===== config.mk =====
export PLATFORM = sky130hd
export DESIGN_NAME = ipw_ctrl
export DESIGN_NICKNAME = d
export VERILOG_FILES = /design/src/verilog/ipw_pkg.sv /design/src/verilog/ipw_ctrl.sv /design/src/verilog/ipw_level_stack.sv
export SDC_FILE = /design/constraint.sdc
export NUM_CORES = 1
export LEC_CHECK = 0
export BUFFER_PORTS_ARGS = -buffer_cell sky130_fd_sc_hd__buf_2
export CORE_ASPECT_RATIO = 0.75
export CORE_MARGIN = 8
export CORE_UTILIZATION = 35
export DETAILED_ROUTE_END_ITERATION = 8
export GPL_ROUTABILITY_DRIVEN = 0
export GPL_TIMING_DRIVEN = 0
export PLACE_DENSITY_LB_ADDON = 0.1
export SYNTH_ARGS = -nofsm -noshare
export SYNTH_HDL_FRONTEND = slang
export SYNTH_SLANG_ARGS = --single-unit

===== constraint.sdc =====
create_clock -name clk_in -period 18.9 [get_ports clk_in]
set_input_delay 2.835 -clock clk_in [delete_from_list [all_inputs] [get_ports clk_in]]
set_output_delay 2.835 -clock clk_in [all_outputs]
set_load 0.03 [all_outputs]

===== src/verilog/ipw_pkg.sv =====
// constants, types and helpers of the interrupt priority and halt wake-up block
// What the document requires
// RULE1: serve highest software priority first; ties go to highest hardware priority
// RULE2: unserved requests stay latched until they win arbitration
// RULE3: every source has a unique hardware rank; software levels may repeat
// RULE4: top-level pin, reset and trap arbitrate at the top software level
// RULE5: non-maskable sources ignore mask bits and wake from halt
// RULE6: non-maskable entry stacks state, loads vector, sets mask to level 3
// RULE7: trap instruction raises non-maskable entry; top-level pin may preempt it
// RULE8: reset outranks all; code after reset runs at level 3
// RULE9: maskable source served only if enabled and above current level
// RULE10: chosen edge on top-level pin raises it; served like trap
// RULE11: software never issues trap inside the top-level pin routine
// RULE12: external pins wake from halt; sensitivity chosen by control bits
// RULE13: edge-triggered external requests latch and clear on routine entry
// RULE14: selected pins of one group are ORed into one line
// RULE15: peripheral request only while its flag and enable are both set
// RULE16: clearing sequence drops the peripheral latch, losing any pending request
// RULE17: halt entered by halt instruction while time-base enable is clear
// RULE18: on wake or reset, oscillator restarts and waits 256 or 4096 cycles
// RULE19: entering halt forces mask bits to 10b; pending request wakes at once
// RULE20: in halt, oscillator and internal and peripheral clocks stop
// RULE21: halt with watchdog enabled gives watchdog reset per option bit
// RULE22: entry stacks mask bits, sets routine level, restores them on return
package ipw_pkg;
  localparam int NSRC = 9;
  localparam int SRC_W = 4;
  localparam int NEXT = 2;
  localparam int NPIN = 8;
  localparam int PINS_PER_GRP = 4;
  localparam int NPER = 4;
  localparam int NMSK = 6;
  localparam logic [SRC_W-1:0] SRC_RST = 4'h0;
  localparam logic [SRC_W-1:0] SRC_TLI = 4'h1;
  localparam logic [SRC_W-1:0] SRC_TRAP = 4'h2;
  localparam int SRC_EXT0 = 3;
  localparam int SRC_PER0 = 5;
  localparam int NMI_LAST = 2;
  // mask bit codes: 10b level 0, 01b level 1, 00b level 2, 11b level 3
  localparam logic [1:0] MASK_HALT = 2'h2;
  localparam logic [1:0] MASK_TOP = 2'h3;
  localparam logic [1:0] LEVEL_TOP = 2'h3;
  // group sensitivity codes
  localparam logic [1:0] SENS_LOW = 2'h0;
  localparam logic [1:0] SENS_RISE = 2'h1;
  localparam logic [1:0] SENS_FALL = 2'h2;
  localparam logic [1:0] SENS_BOTH = 2'h3;
  // peripherals allowed to leave halt; peripheral 0 is a time base
  localparam logic [NPER-1:0] PER_WAKE = 4'he;
  localparam int STARTUP_SHORT_CYC = 256;
  localparam int STARTUP_LONG_CYC = 4096;
  localparam int CNT_W = 12;
  localparam int STACK_DEPTH = 8;
  localparam int SP_W = 4;

  typedef enum logic [4:0] {
    ST_RUN = 5'h01,
    ST_PUSH = 5'h02,
    ST_VEC = 5'h04,
    ST_HALT = 5'h08,
    ST_WAKE = 5'h10
  } ipw_state_e;

  typedef struct packed {
    logic boundary;
    logic trap;
    logic halt;
    logic iret;
    logic push_done;
  } ipw_cpu_cmd_s;

  typedef struct packed {
    logic [NPIN-1:0] pin_sel;
    logic [2*NEXT-1:0] sens;
  } ipw_ext_cfg_s;

  // code and level are two minus each other, modulo four, so both maps are the same
  function automatic logic [1:0] mask_to_level(input logic [1:0] m);
    mask_to_level = 2'h2 - m;
  endfunction

  function automatic logic [1:0] level_to_mask(input logic [1:0] l);
    level_to_mask = 2'h2 - l;
  endfunction
endpackage


===== src/verilog/ipw_ctrl.sv =====
// interrupt arbitration, entry sequencing and halt / wake-up control
`timescale 1ns/100ps
module ipw_ctrl (
  input wire logic clk_in,
  input wire logic sys_rst_in,
  input wire ipw_pkg::ipw_cpu_cmd_s cpu_cmd_in,
  input wire logic top_level_pin_interrupt_in,
  input wire logic top_level_pin_rising_in,
  input wire logic [ipw_pkg::NPIN-1:0] ext_pin_in,
  input wire ipw_pkg::ipw_ext_cfg_s external_irq_sensitivity_control_in,
  input wire logic [2*ipw_pkg::NMSK-1:0] software_priority_registers_in,
  input wire logic [ipw_pkg::NPER-1:0] periph_flag_in,
  input wire logic [ipw_pkg::NPER-1:0] periph_enable_in,
  input wire logic [ipw_pkg::NPER-1:0] periph_clear_seq_in,
  input wire logic timebase_irq_enable_in,
  input wire logic watchdog_enabled_in,
  input wire logic watchdog_in_stop_option_in,
  input wire logic startup_long_in,
  output logic push_req_out,
  output logic vector_load_out,
  output logic [ipw_pkg::SRC_W-1:0] vector_id_out,
  output logic mask_level_high_bit_out,
  output logic mask_level_low_bit_out,
  output logic osc_run_out,
  output logic periph_clk_en_out,
  output logic halted_out,
  output logic wdg_reset_out
);
  import ipw_pkg::*;

  ipw_state_e state_r;
  logic [1:0] mask_r;
  logic [SRC_W-1:0] sel_r;
  logic [CNT_W-1:0] cnt_r;
  logic rst_pend_r;
  logic tli_pend_r;
  logic trap_pend_r;
  logic [NEXT-1:0] ext_pend_r;
  logic [NPER-1:0] per_pend_r;

  logic tli_s1_r;
  logic tli_s2_r;
  logic tli_s3_r;
  logic [NPIN-1:0] ext_s1_r;
  logic [NPIN-1:0] ext_s2_r;
  logic [NPIN-1:0] ext_s3_r;

  logic tli_edge;
  logic [NEXT-1:0] ext_edge;
  logic [NEXT-1:0] ext_low;
  logic [NSRC-1:0] req;
  logic [NSRC-1:0] wake_cap;
  logic [2*NSRC-1:0] lvls;
  logic found;
  logic [SRC_W-1:0] win;
  logic [NSRC-1:0] served;
  logic enter_vec;
  logic do_pop;
  logic [1:0] stack_top;
  logic [CNT_W-1:0] start_last;

  // software level of every source, non-maskables pinned to the top
  function automatic logic [2*NSRC-1:0] src_levels(
      input logic [2*NMSK-1:0] sw);
    logic [2*NSRC-1:0] l;
    l = '0;
    for (int i = 0; i < NSRC; i++) begin
      if (i <= NMI_LAST) begin
        l[2*i +: 2] = LEVEL_TOP; // RULE4
      end else begin
        l[2*i +: 2] = sw[2*(i-SRC_EXT0) +: 2];
      end
    end
    return l;
  endfunction

  // walk from lowest to highest hardware rank so the highest rank wins a tie
  function automatic logic [SRC_W:0] arbitrate(
      input logic [NSRC-1:0] r,
      input logic [2*NSRC-1:0] l,
      input logic [1:0] cur);
    logic hit;
    logic [SRC_W-1:0] idx;
    logic [1:0] best;
    logic ok;
    hit = 1'b0;
    idx = '0;
    best = '0;
    ok = 1'b0;
    for (int i = NSRC - 1; i >= 0; i--) begin
      ok = r[i] && ((i <= NMI_LAST) || (l[2*i +: 2] > cur)); // RULE5 RULE9
      if (ok && (!hit || l[2*i +: 2] >= best)) begin // RULE1 RULE3
        hit = 1'b1;
        best = l[2*i +: 2];
        idx = SRC_W'(i);
      end
    end
    return {hit, idx};
  endfunction

  // edge seen on one synchronised pin under a group sensitivity code
  function automatic logic pin_edge(input logic [1:0] s, input logic cur,
      input logic prev);
    logic rise;
    logic fall;
    rise = cur && !prev;
    fall = !cur && prev;
    unique case (s)
      SENS_RISE: pin_edge = rise;
      SENS_FALL: pin_edge = fall;
      SENS_BOTH: pin_edge = rise || fall;
      SENS_LOW: pin_edge = 1'b0;
    endcase
  endfunction

  // pins are asynchronous: two stages before use, third for edge history
  always_ff @(posedge clk_in or posedge sys_rst_in) begin
    if (sys_rst_in) begin
      tli_s1_r <= 1'b0;
      tli_s2_r <= 1'b0;
      tli_s3_r <= 1'b0;
    end else begin
      tli_s1_r <= top_level_pin_interrupt_in;
      tli_s2_r <= tli_s1_r;
      tli_s3_r <= tli_s2_r;
    end
  end

  always_ff @(posedge clk_in or posedge sys_rst_in) begin
    if (sys_rst_in) begin
      ext_s1_r <= '1;
      ext_s2_r <= '1;
      ext_s3_r <= '1;
    end else begin
      ext_s1_r <= ext_pin_in;
      ext_s2_r <= ext_s1_r;
      ext_s3_r <= ext_s2_r;
    end
  end

  assign tli_edge = top_level_pin_rising_in ?
      (tli_s2_r && !tli_s3_r) : (!tli_s2_r && tli_s3_r); // RULE10

  always_comb begin
    logic [1:0] s;
    s = '0;
    ext_edge = '0;
    ext_low = '0;
    for (int g = 0; g < NEXT; g++) begin
      s = external_irq_sensitivity_control_in.sens[2*g +: 2]; // RULE12
      for (int p = 0; p < PINS_PER_GRP; p++) begin
        if (external_irq_sensitivity_control_in.pin_sel[g*PINS_PER_GRP + p]) begin
          ext_edge[g] = ext_edge[g] || pin_edge(s,
              ext_s2_r[g*PINS_PER_GRP + p], ext_s3_r[g*PINS_PER_GRP + p]); // RULE14
          ext_low[g] = ext_low[g] ||
              (s == SENS_LOW && !ext_s2_r[g*PINS_PER_GRP + p]); // RULE14
        end
      end
    end
  end

  // request vector in hardware rank order, index 0 highest
  always_comb begin
    req = '0;
    req[SRC_RST] = 1'b0;
    req[SRC_TLI] = tli_pend_r;
    req[SRC_TRAP] = trap_pend_r;
    req[SRC_EXT0 +: NEXT] = ext_pend_r | ext_low;
    req[SRC_PER0 +: NPER] = per_pend_r & periph_flag_in & periph_enable_in; // RULE15
  end

  assign wake_cap = {PER_WAKE, {NEXT{1'b1}}, 3'h7};
  assign lvls = src_levels(software_priority_registers_in);
  assign {found, win} = arbitrate(req & wake_cap_mask(state_r), lvls,
      mask_to_level(mask_r));
  assign start_last = startup_long_in ? CNT_W'(STARTUP_LONG_CYC - 1)
      : CNT_W'(STARTUP_SHORT_CYC - 1); // RULE18
  assign enter_vec = (state_r == ST_VEC);
  assign do_pop = (state_r == ST_RUN) && cpu_cmd_in.iret;

  // only halt-capable sources count while stopped
  function automatic logic [NSRC-1:0] wake_cap_mask(input ipw_state_e st);
    wake_cap_mask = (st == ST_HALT) ? wake_cap : '1;
  endfunction

  always_comb begin
    served = '0;
    if (enter_vec) begin
      served[sel_r] = 1'b1;
    end
  end

  // pending latches: hardware set wins over service clear
  always_ff @(posedge clk_in or posedge sys_rst_in) begin
    if (sys_rst_in) begin
      tli_pend_r <= 1'b0;
      trap_pend_r <= 1'b0;
    end else begin
      tli_pend_r <= (tli_pend_r && !served[SRC_TLI]) || tli_edge; // RULE2
      trap_pend_r <= (trap_pend_r && !served[SRC_TRAP]) || cpu_cmd_in.trap; // RULE7
    end
  end

  always_ff @(posedge clk_in or posedge sys_rst_in) begin
    if (sys_rst_in) begin
      ext_pend_r <= '0;
    end else begin
      ext_pend_r <= (ext_pend_r & ~served[SRC_EXT0 +: NEXT]) | ext_edge; // RULE13
    end
  end

  // the clearing sequence wins: a request caught meanwhile is lost
  always_ff @(posedge clk_in or posedge sys_rst_in) begin
    if (sys_rst_in) begin
      per_pend_r <= '0;
    end else begin
      per_pend_r <= (per_pend_r | (periph_flag_in & periph_enable_in))
          & ~periph_clear_seq_in; // RULE16
    end
  end

  ipw_level_stack u_stack (
    .clk_in(clk_in),
    .sys_rst_in(sys_rst_in),
    .push_in(enter_vec && sel_r != SRC_RST),
    .push_data_in(mask_r),
    .pop_in(do_pop),
    .top_out(stack_top)
  );

  // sequencing of entries, halt and wake-up
  always_ff @(posedge clk_in or posedge sys_rst_in) begin
    if (sys_rst_in) begin
      state_r <= ST_WAKE;
      sel_r <= SRC_RST;
      rst_pend_r <= 1'b1;
    end else begin
      unique case (state_r)
        ST_RUN: begin
          if (cpu_cmd_in.halt) begin
            if (!(watchdog_enabled_in && watchdog_in_stop_option_in)
                && !timebase_irq_enable_in) begin
              state_r <= ST_HALT; // RULE17
            end
          end else if (cpu_cmd_in.boundary && found) begin
            sel_r <= win;
            state_r <= ST_PUSH; // RULE6
          end
        end
        ST_PUSH: begin
          if (cpu_cmd_in.push_done) begin
            state_r <= ST_VEC;
          end
        end
        ST_VEC: begin
          rst_pend_r <= 1'b0;
          state_r <= ST_RUN;
        end
        ST_HALT: begin
          if (found) begin
            state_r <= ST_WAKE; // RULE19
          end
        end
        ST_WAKE: begin
          if (cnt_r == start_last) begin
            state_r <= rst_pend_r ? ST_VEC : ST_RUN; // RULE8
          end
        end
      endcase
    end
  end

  always_ff @(posedge clk_in or posedge sys_rst_in) begin
    if (sys_rst_in) begin
      cnt_r <= '0;
    end else if (state_r == ST_WAKE) begin
      cnt_r <= cnt_r + 12'h001; // RULE18
    end else begin
      cnt_r <= '0;
    end
  end

  // mask bits: reset and non-maskables give level 3, halt forces 10b
  always_ff @(posedge clk_in or posedge sys_rst_in) begin
    if (sys_rst_in) begin
      mask_r <= MASK_TOP; // RULE8
    end else if (state_r == ST_RUN && cpu_cmd_in.halt
        && !(watchdog_enabled_in && watchdog_in_stop_option_in)
        && !timebase_irq_enable_in) begin
      mask_r <= MASK_HALT; // RULE19
    end else if (enter_vec) begin
      mask_r <= level_to_mask(lvls[2*sel_r +: 2]); // RULE6 RULE22
    end else if (do_pop) begin
      mask_r <= stack_top; // RULE22
    end
  end

  always_ff @(posedge clk_in or posedge sys_rst_in) begin
    if (sys_rst_in) begin
      mask_level_high_bit_out <= MASK_TOP[1];
      mask_level_low_bit_out <= MASK_TOP[0];
    end else begin
      mask_level_high_bit_out <= mask_r[1];
      mask_level_low_bit_out <= mask_r[0];
    end
  end

  // stacking request held until the core reports the push finished
  always_ff @(posedge clk_in or posedge sys_rst_in) begin
    if (sys_rst_in) begin
      push_req_out <= 1'b0;
    end else if (state_r == ST_RUN && !cpu_cmd_in.halt
        && cpu_cmd_in.boundary && found) begin
      push_req_out <= 1'b1; // RULE6 RULE22
    end else if (state_r == ST_PUSH && cpu_cmd_in.push_done) begin
      push_req_out <= 1'b0;
    end
  end

  always_ff @(posedge clk_in or posedge sys_rst_in) begin
    if (sys_rst_in) begin
      vector_load_out <= 1'b0;
      vector_id_out <= SRC_RST;
    end else begin
      vector_load_out <= enter_vec;
      if (enter_vec) begin
        vector_id_out <= sel_r;
      end
    end
  end

  // oscillator off only while halted; peripheral clocks also off during wake-up start-up
  always_ff @(posedge clk_in or posedge sys_rst_in) begin
    if (sys_rst_in) begin
      osc_run_out <= 1'b1;
      periph_clk_en_out <= 1'b0;
      halted_out <= 1'b0;
    end else begin
      osc_run_out <= (state_r != ST_HALT) || found; // RULE18 RULE20
      periph_clk_en_out <= (state_r == ST_RUN) || (state_r == ST_PUSH)
          || (state_r == ST_VEC); // RULE20
      halted_out <= (state_r == ST_HALT) && !found;
    end
  end

  // halt with an armed watchdog and the option bit set resets instead
  always_ff @(posedge clk_in or posedge sys_rst_in) begin
    if (sys_rst_in) begin
      wdg_reset_out <= 1'b0;
    end else begin
      wdg_reset_out <= (state_r == ST_RUN) && cpu_cmd_in.halt
          && watchdog_enabled_in && watchdog_in_stop_option_in; // RULE21
    end
  end
endmodule


===== src/verilog/ipw_level_stack.sv =====
// small stack of saved mask bits for nested interrupt routines
`timescale 1ns/100ps
module ipw_level_stack (
  input wire logic clk_in,
  input wire logic sys_rst_in,
  input wire logic push_in,
  input wire logic [1:0] push_data_in,
  input wire logic pop_in,
  output logic [1:0] top_out
);
  import ipw_pkg::*;
  logic [1:0] mem [STACK_DEPTH];
  logic [SP_W-1:0] sp_r;

  // no overflow guard: nesting is bounded by four software levels
  always_ff @(posedge clk_in or posedge sys_rst_in) begin
    if (sys_rst_in) begin
      sp_r <= '0;
    end else if (push_in) begin
      sp_r <= sp_r + 4'h1;
    end else if (pop_in && sp_r != '0) begin
      sp_r <= sp_r - 4'h1;
    end
  end

  always_ff @(posedge clk_in) begin
    if (push_in) begin
      mem[sp_r[SP_W-2:0]] <= push_data_in;
    end
  end

  // read data come from a register holding the current top entry
  always_ff @(posedge clk_in or posedge sys_rst_in) begin
    if (sys_rst_in) begin
      top_out <= MASK_TOP;
    end else if (push_in) begin
      top_out <= push_data_in;
    end else if (pop_in && sp_r > 4'h1) begin
      top_out <= mem[3'(sp_r - 4'h2)];
    end
  end
endmodule


Word-level counts from Yosys, hierarchy flattened
Memory sizes are Yosys's and may differ from the RTL's. Cells that the tools add are included.

Register bits: 77. Latch bits: 0. Memories: 1. ROM bits: 0. Memory bits (writable): 16. Logic and storage cells: 298.

Memory list: u_stack.mem (depth 8, width 2, read ports 1, clocked after memory_dff 0, wr ports 1, line ipw_level_stack.sv:12) `logic [1:0] mem [STACK_DEPTH];`.

Multipliers: 0. Reductions and logical operators: 135. $add $sub $neg: 6. Bitwise gates (word level): 12. Divide/modulo/power cells: 0. Eq/ne operators: 18. Mux-type cells: 82. $lt $le $gt $ge: 17. Shift operators: 1.

Operators by type and width (number): 1-bit logical AND (60); 4-bit 2-to-1 mux (11); 1-bit 2-to-1 mux (37); 5-bit 2-to-1 mux (7); 1-bit logical OR (33); 1-bit logical NOT (32); 1-bit one-hot mux with 4 select lines (8); 2-bit 2-to-1 mux (13); 5-bit one-hot mux with 5 select lines (1); 12-bit 2-to-1 mux (2); 18-bit by 6-bit indexed part select with 2-bit output (1); 4-bit bitwise AND (4); 12-bit by 1-bit adder with 12-bit output (second input constant) (1); 12-bit == test (1); 2-bit greater-than comparator (6); 2-bit >= comparator (5); 9-bit bitwise AND (1); 2-bit == test (second input constant) (4); 4-bit nonzero test (2); 2-bit >= comparator (first input constant) (3); 6-bit 2-to-1 mux (1); 2-bit inequality test (second input constant) (3); 3-bit by 2-bit inequality test with 1-bit output (second input constant) (2); 2-bit nonzero test (3); 26 further kinds (30).

Longest topological paths before layout
Gate-level depths: netlist of run 1.

Word-level depth: 49. Mapped depth: 33. Depth with buffers taken out: 33.

By module
A second synthesis of run 1 with hierarchy kept.

Cells, all modules: 474. Area, all modules: 5136.2 µm².

Modules (own cells, without submodules): ipw_ctrl (times used 1, area an instance 4048.9 µm², cells an instance 404); ipw_level_stack (times used 1, area an instance 1087.3 µm², cells an instance 70).

Least setup slack after synthesis of run 1
No wires, ideal clock.

Kind: input to register. From: in software_priority_registers_in[11] (netlist name). To: reg sel_r[1]. Stages on the path: 32. Setup time: 122 ps. Buffers on the path: 0. Path slack: 10047 ps. Required time: 18778 ps. Data arrival time: 8732 ps. Path through: ha_1 > nor2b_4 > o2111ai_1 > nor2_1 > ha_1 > nand2b_1 > a21oi_1 > a21oi_2 > mux2_4 > ha_1 > nand2b_1 > a21oi_1 > a21o_1 > mux2_4 > ha_1 > nand2b_1 > a21oi_1 > a21boi_2 > inv_2 > mux2_4 > ha_1 > nand2b_1 > a21oi_1 > o21ai_1 > nand2b_1 > mux2_4 > ha_1 > nand2b_1 > a21o_1 > o21ai_1 > o311ai_1 > a32o_1.

Cells in the longest elaborated chain, start to end: 37. Elaborated cells on any way between the ends: 61. Classes of those cells: order compare: 9; mux: 25; reduce/logical: 27.

Ends and longest elaborated chain: start, declared (line ipw_ctrl.sv:11) `input wire logic [2*ipw_pkg::NMSK-1:0] software_priority_registers_in,`; 2-bit greater-than comparator (line ipw_ctrl.sv:91) `ok = r[i] && ((i <= NMI_LAST) || (l[2*i +: 2] > cur));`; 1-bit logical AND (line ipw_ctrl.sv:91); 2-bit 2-to-1 mux or 1-bit 2-to-1 mux (tied branches) (line ipw_ctrl.sv:92) `if (ok && (!hit || l[2*i +: 2] >= best)) begin`; 2-bit >= comparator or 1-bit logical NOT (tied branches) (line ipw_ctrl.sv:92); 1-bit logical OR (line ipw_ctrl.sv:92); 1-bit logical AND (line ipw_ctrl.sv:92); 2-bit 2-to-1 mux or 1-bit 2-to-1 mux (tied branches) (line ipw_ctrl.sv:92); 2-bit >= comparator or 1-bit logical NOT (tied branches) (line ipw_ctrl.sv:92); (+21 left out); 1-bit logical AND (line ipw_ctrl.sv:92); 2-bit 2-to-1 mux or 1-bit 2-to-1 mux (tied branches) (line ipw_ctrl.sv:92); 2-bit >= comparator or 1-bit logical NOT (tied branches) (line ipw_ctrl.sv:92); 1-bit logical OR (line ipw_ctrl.sv:92); 1-bit logical AND (line ipw_ctrl.sv:92); 1-bit 2-to-1 mux (line ipw_ctrl.sv:92); 1-bit logical AND (line ipw_ctrl.sv:245) `end else if (cpu_cmd_in.boundary && found) begin`; 3-bit AND reduction (no source line); end signal, assigned (line ipw_ctrl.sv:246) `sel_r <= win;`; end, declared (line ipw_ctrl.sv:33) `logic [SRC_W-1:0] sel_r;`.

Parallel ways exist; a longest one is shown, timed or not. A chain may end at the register's enable or synchronous reset.

Final worst setup path of run 1
From: in software_priority_registers_in[11] (netlist name). To: reg sel_r[3].

The elaborated chain is that of the path after synthesis.

==> impl_metrics.env, run 1 <==
export IMPL_multi_input_area_um2=2480
export IMPL_ys_top_cells_by_area="dfrtp_1, dfstp_2, ha_1"
export IMPL_ctsHtreeMaxLevel=3
export IMPL_ys_seq_elements=93
export IMPL_setup_viol=0
export IMPL_stdcell_area_um2=6040
export IMPL_yosysWarnings=0
export IMPL_grt_max_degree=51
export IMPL_fin_crit_sh=0.485
export IMPL_critical_path_endpoint_type="flip-flop"
export IMPL_cts_sinks=93
export IMPL_max_freq_mhz=109
export IMPL_place_area_um2=5730
export IMPL_clkLatencyLatePin_ns=0.34
export IMPL_ys_seq_area_frac=0.478
export IMPL_cp_arrival_ns=9.44
export IMPL_first_pass_iters=4
export IMPL_netlist_area_leader_share=0.215
export IMPL_num_antenna_cells=0
export IMPL_status="completed"
export IMPL_post_place_cells=740
export IMPL_cts_buffers=9
export IMPL_die_w_um=156
export IMPL_synth_most_common_cell="ha_1"
export IMPL_grt_pass1_wl_um=19000
export IMPL_worstMarginPinSlew_ns=0.679
export IMPL_holdWs_ns=0.356
export IMPL_track_usage=0.128
export IMPL_initial_utilization=0.356
export IMPL_fin_nets=654
export IMPL_power_leakage_nw=2.80
export IMPL_hpwlAfterDp_um=8880
export IMPL_grt_pass1_vias=3716
export IMPL_hold_viol_final=0
export IMPL_synth_area_um2=5120
export IMPL_cts_buffer_depth=2
export IMPL_grt_setup_unrepaired="false"
export IMPL_slew_limit_headroom=0.546
export IMPL_synth_main_ff_cell="dfrtp_1"
export IMPL_finalSetupTns_ns=0
export IMPL_overflow=0
export IMPL_critPathKind="input pin to flip-flop"
export IMPL_finalMaxSlewViolations=0
export IMPL_async_flop_share=0.828
export IMPL_synth_nets=576
export IMPL_hold_class="flip-flop to flip-flop"
export IMPL_synth_cell_types=65
export IMPL_cp_required_ns=19.18
export IMPL_clk_pin_slew_worst_paths_ns=0.07
export IMPL_avgSynthCellArea_um2=10.8
export IMPL_skew_ns=0.00849
export IMPL_drive_gt1_frac=0.272
export IMPL_startpoint_type="input pin"
export IMPL_irDropWorstVdd_mv=0.0491
export IMPL_portBuffers=66
export IMPL_synth_area_leader_cell="dfrtp_1"
export IMPL_route_detailed_drc=0
export IMPL_die_h_um=121
export IMPL_cap_violations=0
export IMPL_post_drt_wl_per_cell_um=15.2
export IMPL_synthCells=473
export IMPL_ctsHoldBuffers=0
export IMPL_power_density_nw_per_um2=116
export IMPL_cts_resized=0
export IMPL_synth_edff_count=16
export IMPL_ios=69
export IMPL_slowest_stage="mux2_4"
export IMPL_via_count=3650
export IMPL_cts_root_buf="clkbuf_16"
export IMPL_viasPerCell=4.83
export IMPL_postCtsSetupRepairBufs=0
export IMPL_drt_wl_total_um=11500
export IMPL_antenna_found_initial=0
export IMPL_area_growth_pct=17.9
export IMPL_max_stage_delay_ns=0.33
export IMPL_synthTopCellsByCount="ha_1, dfrtp_1, nor2_1"
export IMPL_fp_coreArea_um2=14400
export IMPL_drtIter0Drc=189
export IMPL_row_count=38
export IMPL_fin_cells=756
export IMPL_drtAntennaViolNets=0
export IMPL_crit_path_max_fanout=5
export IMPL_cts_tree="yes"
export IMPL_finish_utilization=0.419
export IMPL_fp_dieArea_um2=18800
export IMPL_regArea_um2=2450
export IMPL_period_needed_ns=9.17
export IMPL_num_fill_cells=1407
==> cells in the final DEF, fill, tap and decap left out, drive strengths merged, types with 16 or more instances in the layout <==
master	n
buf	69
ha	46
dfrtp	44
nor2	44
inv	42
nand2	39
dfstp	33
a21oi	28
clkbuf	20
nand3	16
edfxtp	16
==> kinds of logic (layout without fill, tap and decap cells) <==
kind of cell | after synthesis | in the layout | synth area share
xor gates and xnor gates | 12 | 12 | 0.0205
adders and majority gates | 46 | 46 | 0.112
muxes | 20 | 20 | 0.0586
DFF | 93 | 93 | 0.478
and+or+nand+nor | 164 | 164 | 0.168
buffers and inverters | 51 | 134 | 0.0378
AOI/OAI and AO/OA | 87 | 87 | 0.125
==> layer usage <==
layer  vias up  share of wire  track usage
li1       1830              -            -
met1      1742           0.53        0.182
met2        71           0.41        0.184
met3         7          0.054       0.0378
met4         0         0.0082       0.0369
met5         -              0            0
==> state kept, by name (all words and copies together) (netlist names), 2 cells and up <==
signal           count
u_stack.top_out      2
state_r              5
ext_s1_r             8
ext_s2_r             8
cnt_r               12
ext_pend_r           2
u_stack.mem         16
vector_id_out        4
mask_r               2
sel_r                4
u_stack.sp_r         4
per_pend_r           4
ext_s3_r             8
==> worst paths after layout <==
path,start,end,slack (ns),depth (start not counted)
min in group asynchronous,sys_rst_in,per_pend_r[0],2.48,2
max in group asynchronous,sys_rst_in,mask_r[1],15.79,3
max,software_priority_registers_in[11],sel_r[3],9.73,33
max reg2reg,mask_r[0],sel_r[3],10.90,33
min reg2reg,ext_s1_r[6],ext_s2_r[6],0.36,0
min,ext_s1_r[6],ext_s2_r[6],0.36,0
==> through the flow <==
stage          setup slack, ns  total power [mW]
6_report                  9.73             0.704
5_1_grt                   9.29             0.756
4_1_cts                   9.73             0.713
3_5_place_dp              9.39             0.523
3_3_place_gp              9.44             0.515
2_1_floorplan            10.05             0.454
==> critical path, delay by kind of cell <==
| kind | cells | cell delay, ns |
|---|---|---|
| AO/OA/AOI/OAI | 12 | 2.06 |
| adder cells (fa/ha/maj) | 6 | 1.62 |
| AND/OR/NAND/NOR | 9 | 1.38 |
| multiplexers | 4 | 1.29 |
| buffers and inverters | 2 | 0.24 |
==> cell type report <==
type	count	share of cell area
Multi-Input combinational cell	329	0.411
Clock buffer	12	0.0449
Tap cell	200	0.0414
Timing Repair Buffer	67	0.0592
Buffer	10	0.00663
Clock inverter	4	0.00621
Sequential cell	93	0.405
Inverter	41	0.0259
==> power breakdown <==
part | total [mW] | leakage [nW] | switching, mW | internal [mW]
registers | 0.272 | 1.05 | 0.0307 | 0.241
logic | 0.246 | 1.59 | 0.138 | 0.108
clock network | 0.187 | 0.154 | 0.0822 | 0.104
Power figures use the tool's default switching activity.
==> run 2: changes to the inputs <==
clock period = 7.45 ns   (was 18.9 ns; I/O delays follow)
==> run 2 against run 1 <==
Against the previous run: worst setup slack got worse by 9.5 ns; core utilization is 0.84 points higher; largest power group is now combinational cells; sequential power rose to 2.5 times the previous value.
==> impl_metrics.env, run 2 (synthesis gave the netlist of run 1 again) <==
export IMPL_clk_pin_slew_worst_paths_ns=0.07
export IMPL_cts_buffers=9
export IMPL_power_leakage_nw=2.84
export IMPL_max_stage_delay_ns=0.34
export IMPL_grt_max_degree=51
export IMPL_track_usage=0.128
export IMPL_layout_common_cells="buf_2, ha_1, dfrtp_1"
export IMPL_cp_required_ns=7.73
export IMPL_slowest_stage="mux2_4"
export IMPL_critical_path_endpoint_type="flip-flop"
export IMPL_route_detailed_drc=0
export IMPL_ctsHtreeMaxLevel=3
export IMPL_period_needed_ns=7.18
export IMPL_finalSetupTns_ns=0
export IMPL_cts_tree="yes"
export IMPL_via_count=3690
export IMPL_clkLatencyLatePin_ns=0.34
export IMPL_finalMaxSlewViolations=0
export IMPL_grt_pass1_wl_um=19100
export IMPL_largest_reg_flops=16
export IMPL_crit_path_max_fanout=4
export IMPL_fp_dieArea_um2=18800
export IMPL_fp_coreArea_um2=14400
export IMPL_slew_limit_headroom=0.587
export IMPL_cts_sinks=93
export IMPL_portBuffers=66
export IMPL_initial_utilization=0.356
export IMPL_viasPerCell=4.83
export IMPL_max_freq_mhz=139
export IMPL_drtIter0Drc=211
export IMPL_cap_violations=0
export IMPL_startpoint_type="input pin"
export IMPL_cp_arrival_ns=7.46
export IMPL_irDropWorstVdd_mv=0.125
export IMPL_power_density_nw_per_um2=301
export IMPL_setup_viol=0
export IMPL_grt_pass1_vias=3738
export IMPL_area_growth_pct=20.3
export IMPL_hold_class="flip-flop to flip-flop"
export IMPL_post_place_cells=740
export IMPL_die_w_um=156
export IMPL_skew_ns=0.00600
export IMPL_hpwlAfterDp_um=8880
export IMPL_drive_gt1_frac=0.294
export IMPL_row_count=38
export IMPL_cts_buffer_depth=2
export IMPL_antenna_found_initial=0
export IMPL_fin_crit_sh=0.964
export IMPL_critPathKind="input pin to flip-flop"
export IMPL_num_antenna_cells=0
export IMPL_overflow=0
export IMPL_worstMarginPinSlew_ns=0.611
export IMPL_cts_root_buf="clkbuf_16"
export IMPL_ctsHoldBuffers=0
export IMPL_status="completed"
export IMPL_first_pass_iters=5
export IMPL_ios=69
export IMPL_hold_viol_final=0
export IMPL_final_common_cell="buf_2"
export IMPL_die_h_um=121
export IMPL_drtAntennaViolNets=0
export IMPL_drt_wl_total_um=11600
export IMPL_fin_nets=662
export IMPL_post_drt_wl_per_cell_um=15.1
export IMPL_fin_cells=764
[run 2: final cells by class]
class,count,area [um^2]
Clock inverter,4,37.5
Timing Repair Buffer,75,418
Fill cell,1405,8240
Sequential cell,93,2460
Tap cell,200,250
Buffer,10,40.0
Inverter,41,156
Clock buffer,12,272
Multi-Input combinational cell,329,2530
[run 2: repair_timing]
action / CTS / global route
endpoints found under the setup margin: 4 / 4
pin swaps: 1 / 2
resized for setup: 5 / 6
buffers inserted: 2 / 6
[run 2: power by group]
part / switching, mW / total (mW) / internal [mW] / leakage, nW
combinational: 0.383 / 0.698 / 0.316 / 1.63
clock: 0.209 / 0.473 / 0.265 / 0.154
sequential: 0.0675 / 0.682 / 0.614 / 1.05
total: 0.659 / 1.85 / 1.19 / 2.84
[run 2: per-stage QoR]
stage          cell area, um^2  setup slack, ns  utilization  hold WS, ns  total power [mW]
2_1_floorplan             5120            0.314            -        0.331              1.15
3_3_place_gp              5700           -0.544        0.396        0.341              1.31
3_5_place_dp              5730           -0.581        0.398        0.347              1.33
4_1_cts                   6090           0.0805        0.423        0.357              1.84
5_1_grt                   6160          -0.0252        0.428        0.360              1.99
6_report                  6160            0.269        0.428        0.356              1.85
[run 2: layer usage]
| layer | global-route usage | up-vias | wire, um |
|---|---|---|---|
| met3 | 0.0378 | 7 | 643 |
| li1 | - | 1841 | - |
| met1 | 0.183 | 1767 | 6020 |
| met2 | 0.185 | 75 | 4810 |
| met4 | 0.0381 | 0 | 91 |
| met5 | 0 | - | 0 |
[run 2: worst paths after layout]
kind                                                     from                     end  slack (ns)  cells after the start
max reg2reg                                         mask_r[1]                sel_r[3]        0.35                     33
min                                               ext_s1_r[6]             ext_s2_r[6]        0.36                      0
min in group asynchronous                          sys_rst_in           per_pend_r[0]        0.77                      2
max                        software_priority_registers_in[11]                sel_r[3]        0.27                     33
max in group asynchronous                          sys_rst_in  mask_level_low_bit_out        6.07                      3
min reg2reg                                       ext_s1_r[6]             ext_s2_r[6]        0.36                      0
[run 2: worst max-delay path: cells and delay by family]
kind                       cells  cell delay [ns]
buffers and inverters          2             0.23
muxes                          4             1.31
and+or+nand+nor                9             1.27
adders and majority gates      6             1.62
AOI/OAI and AO/OA             12             1.89
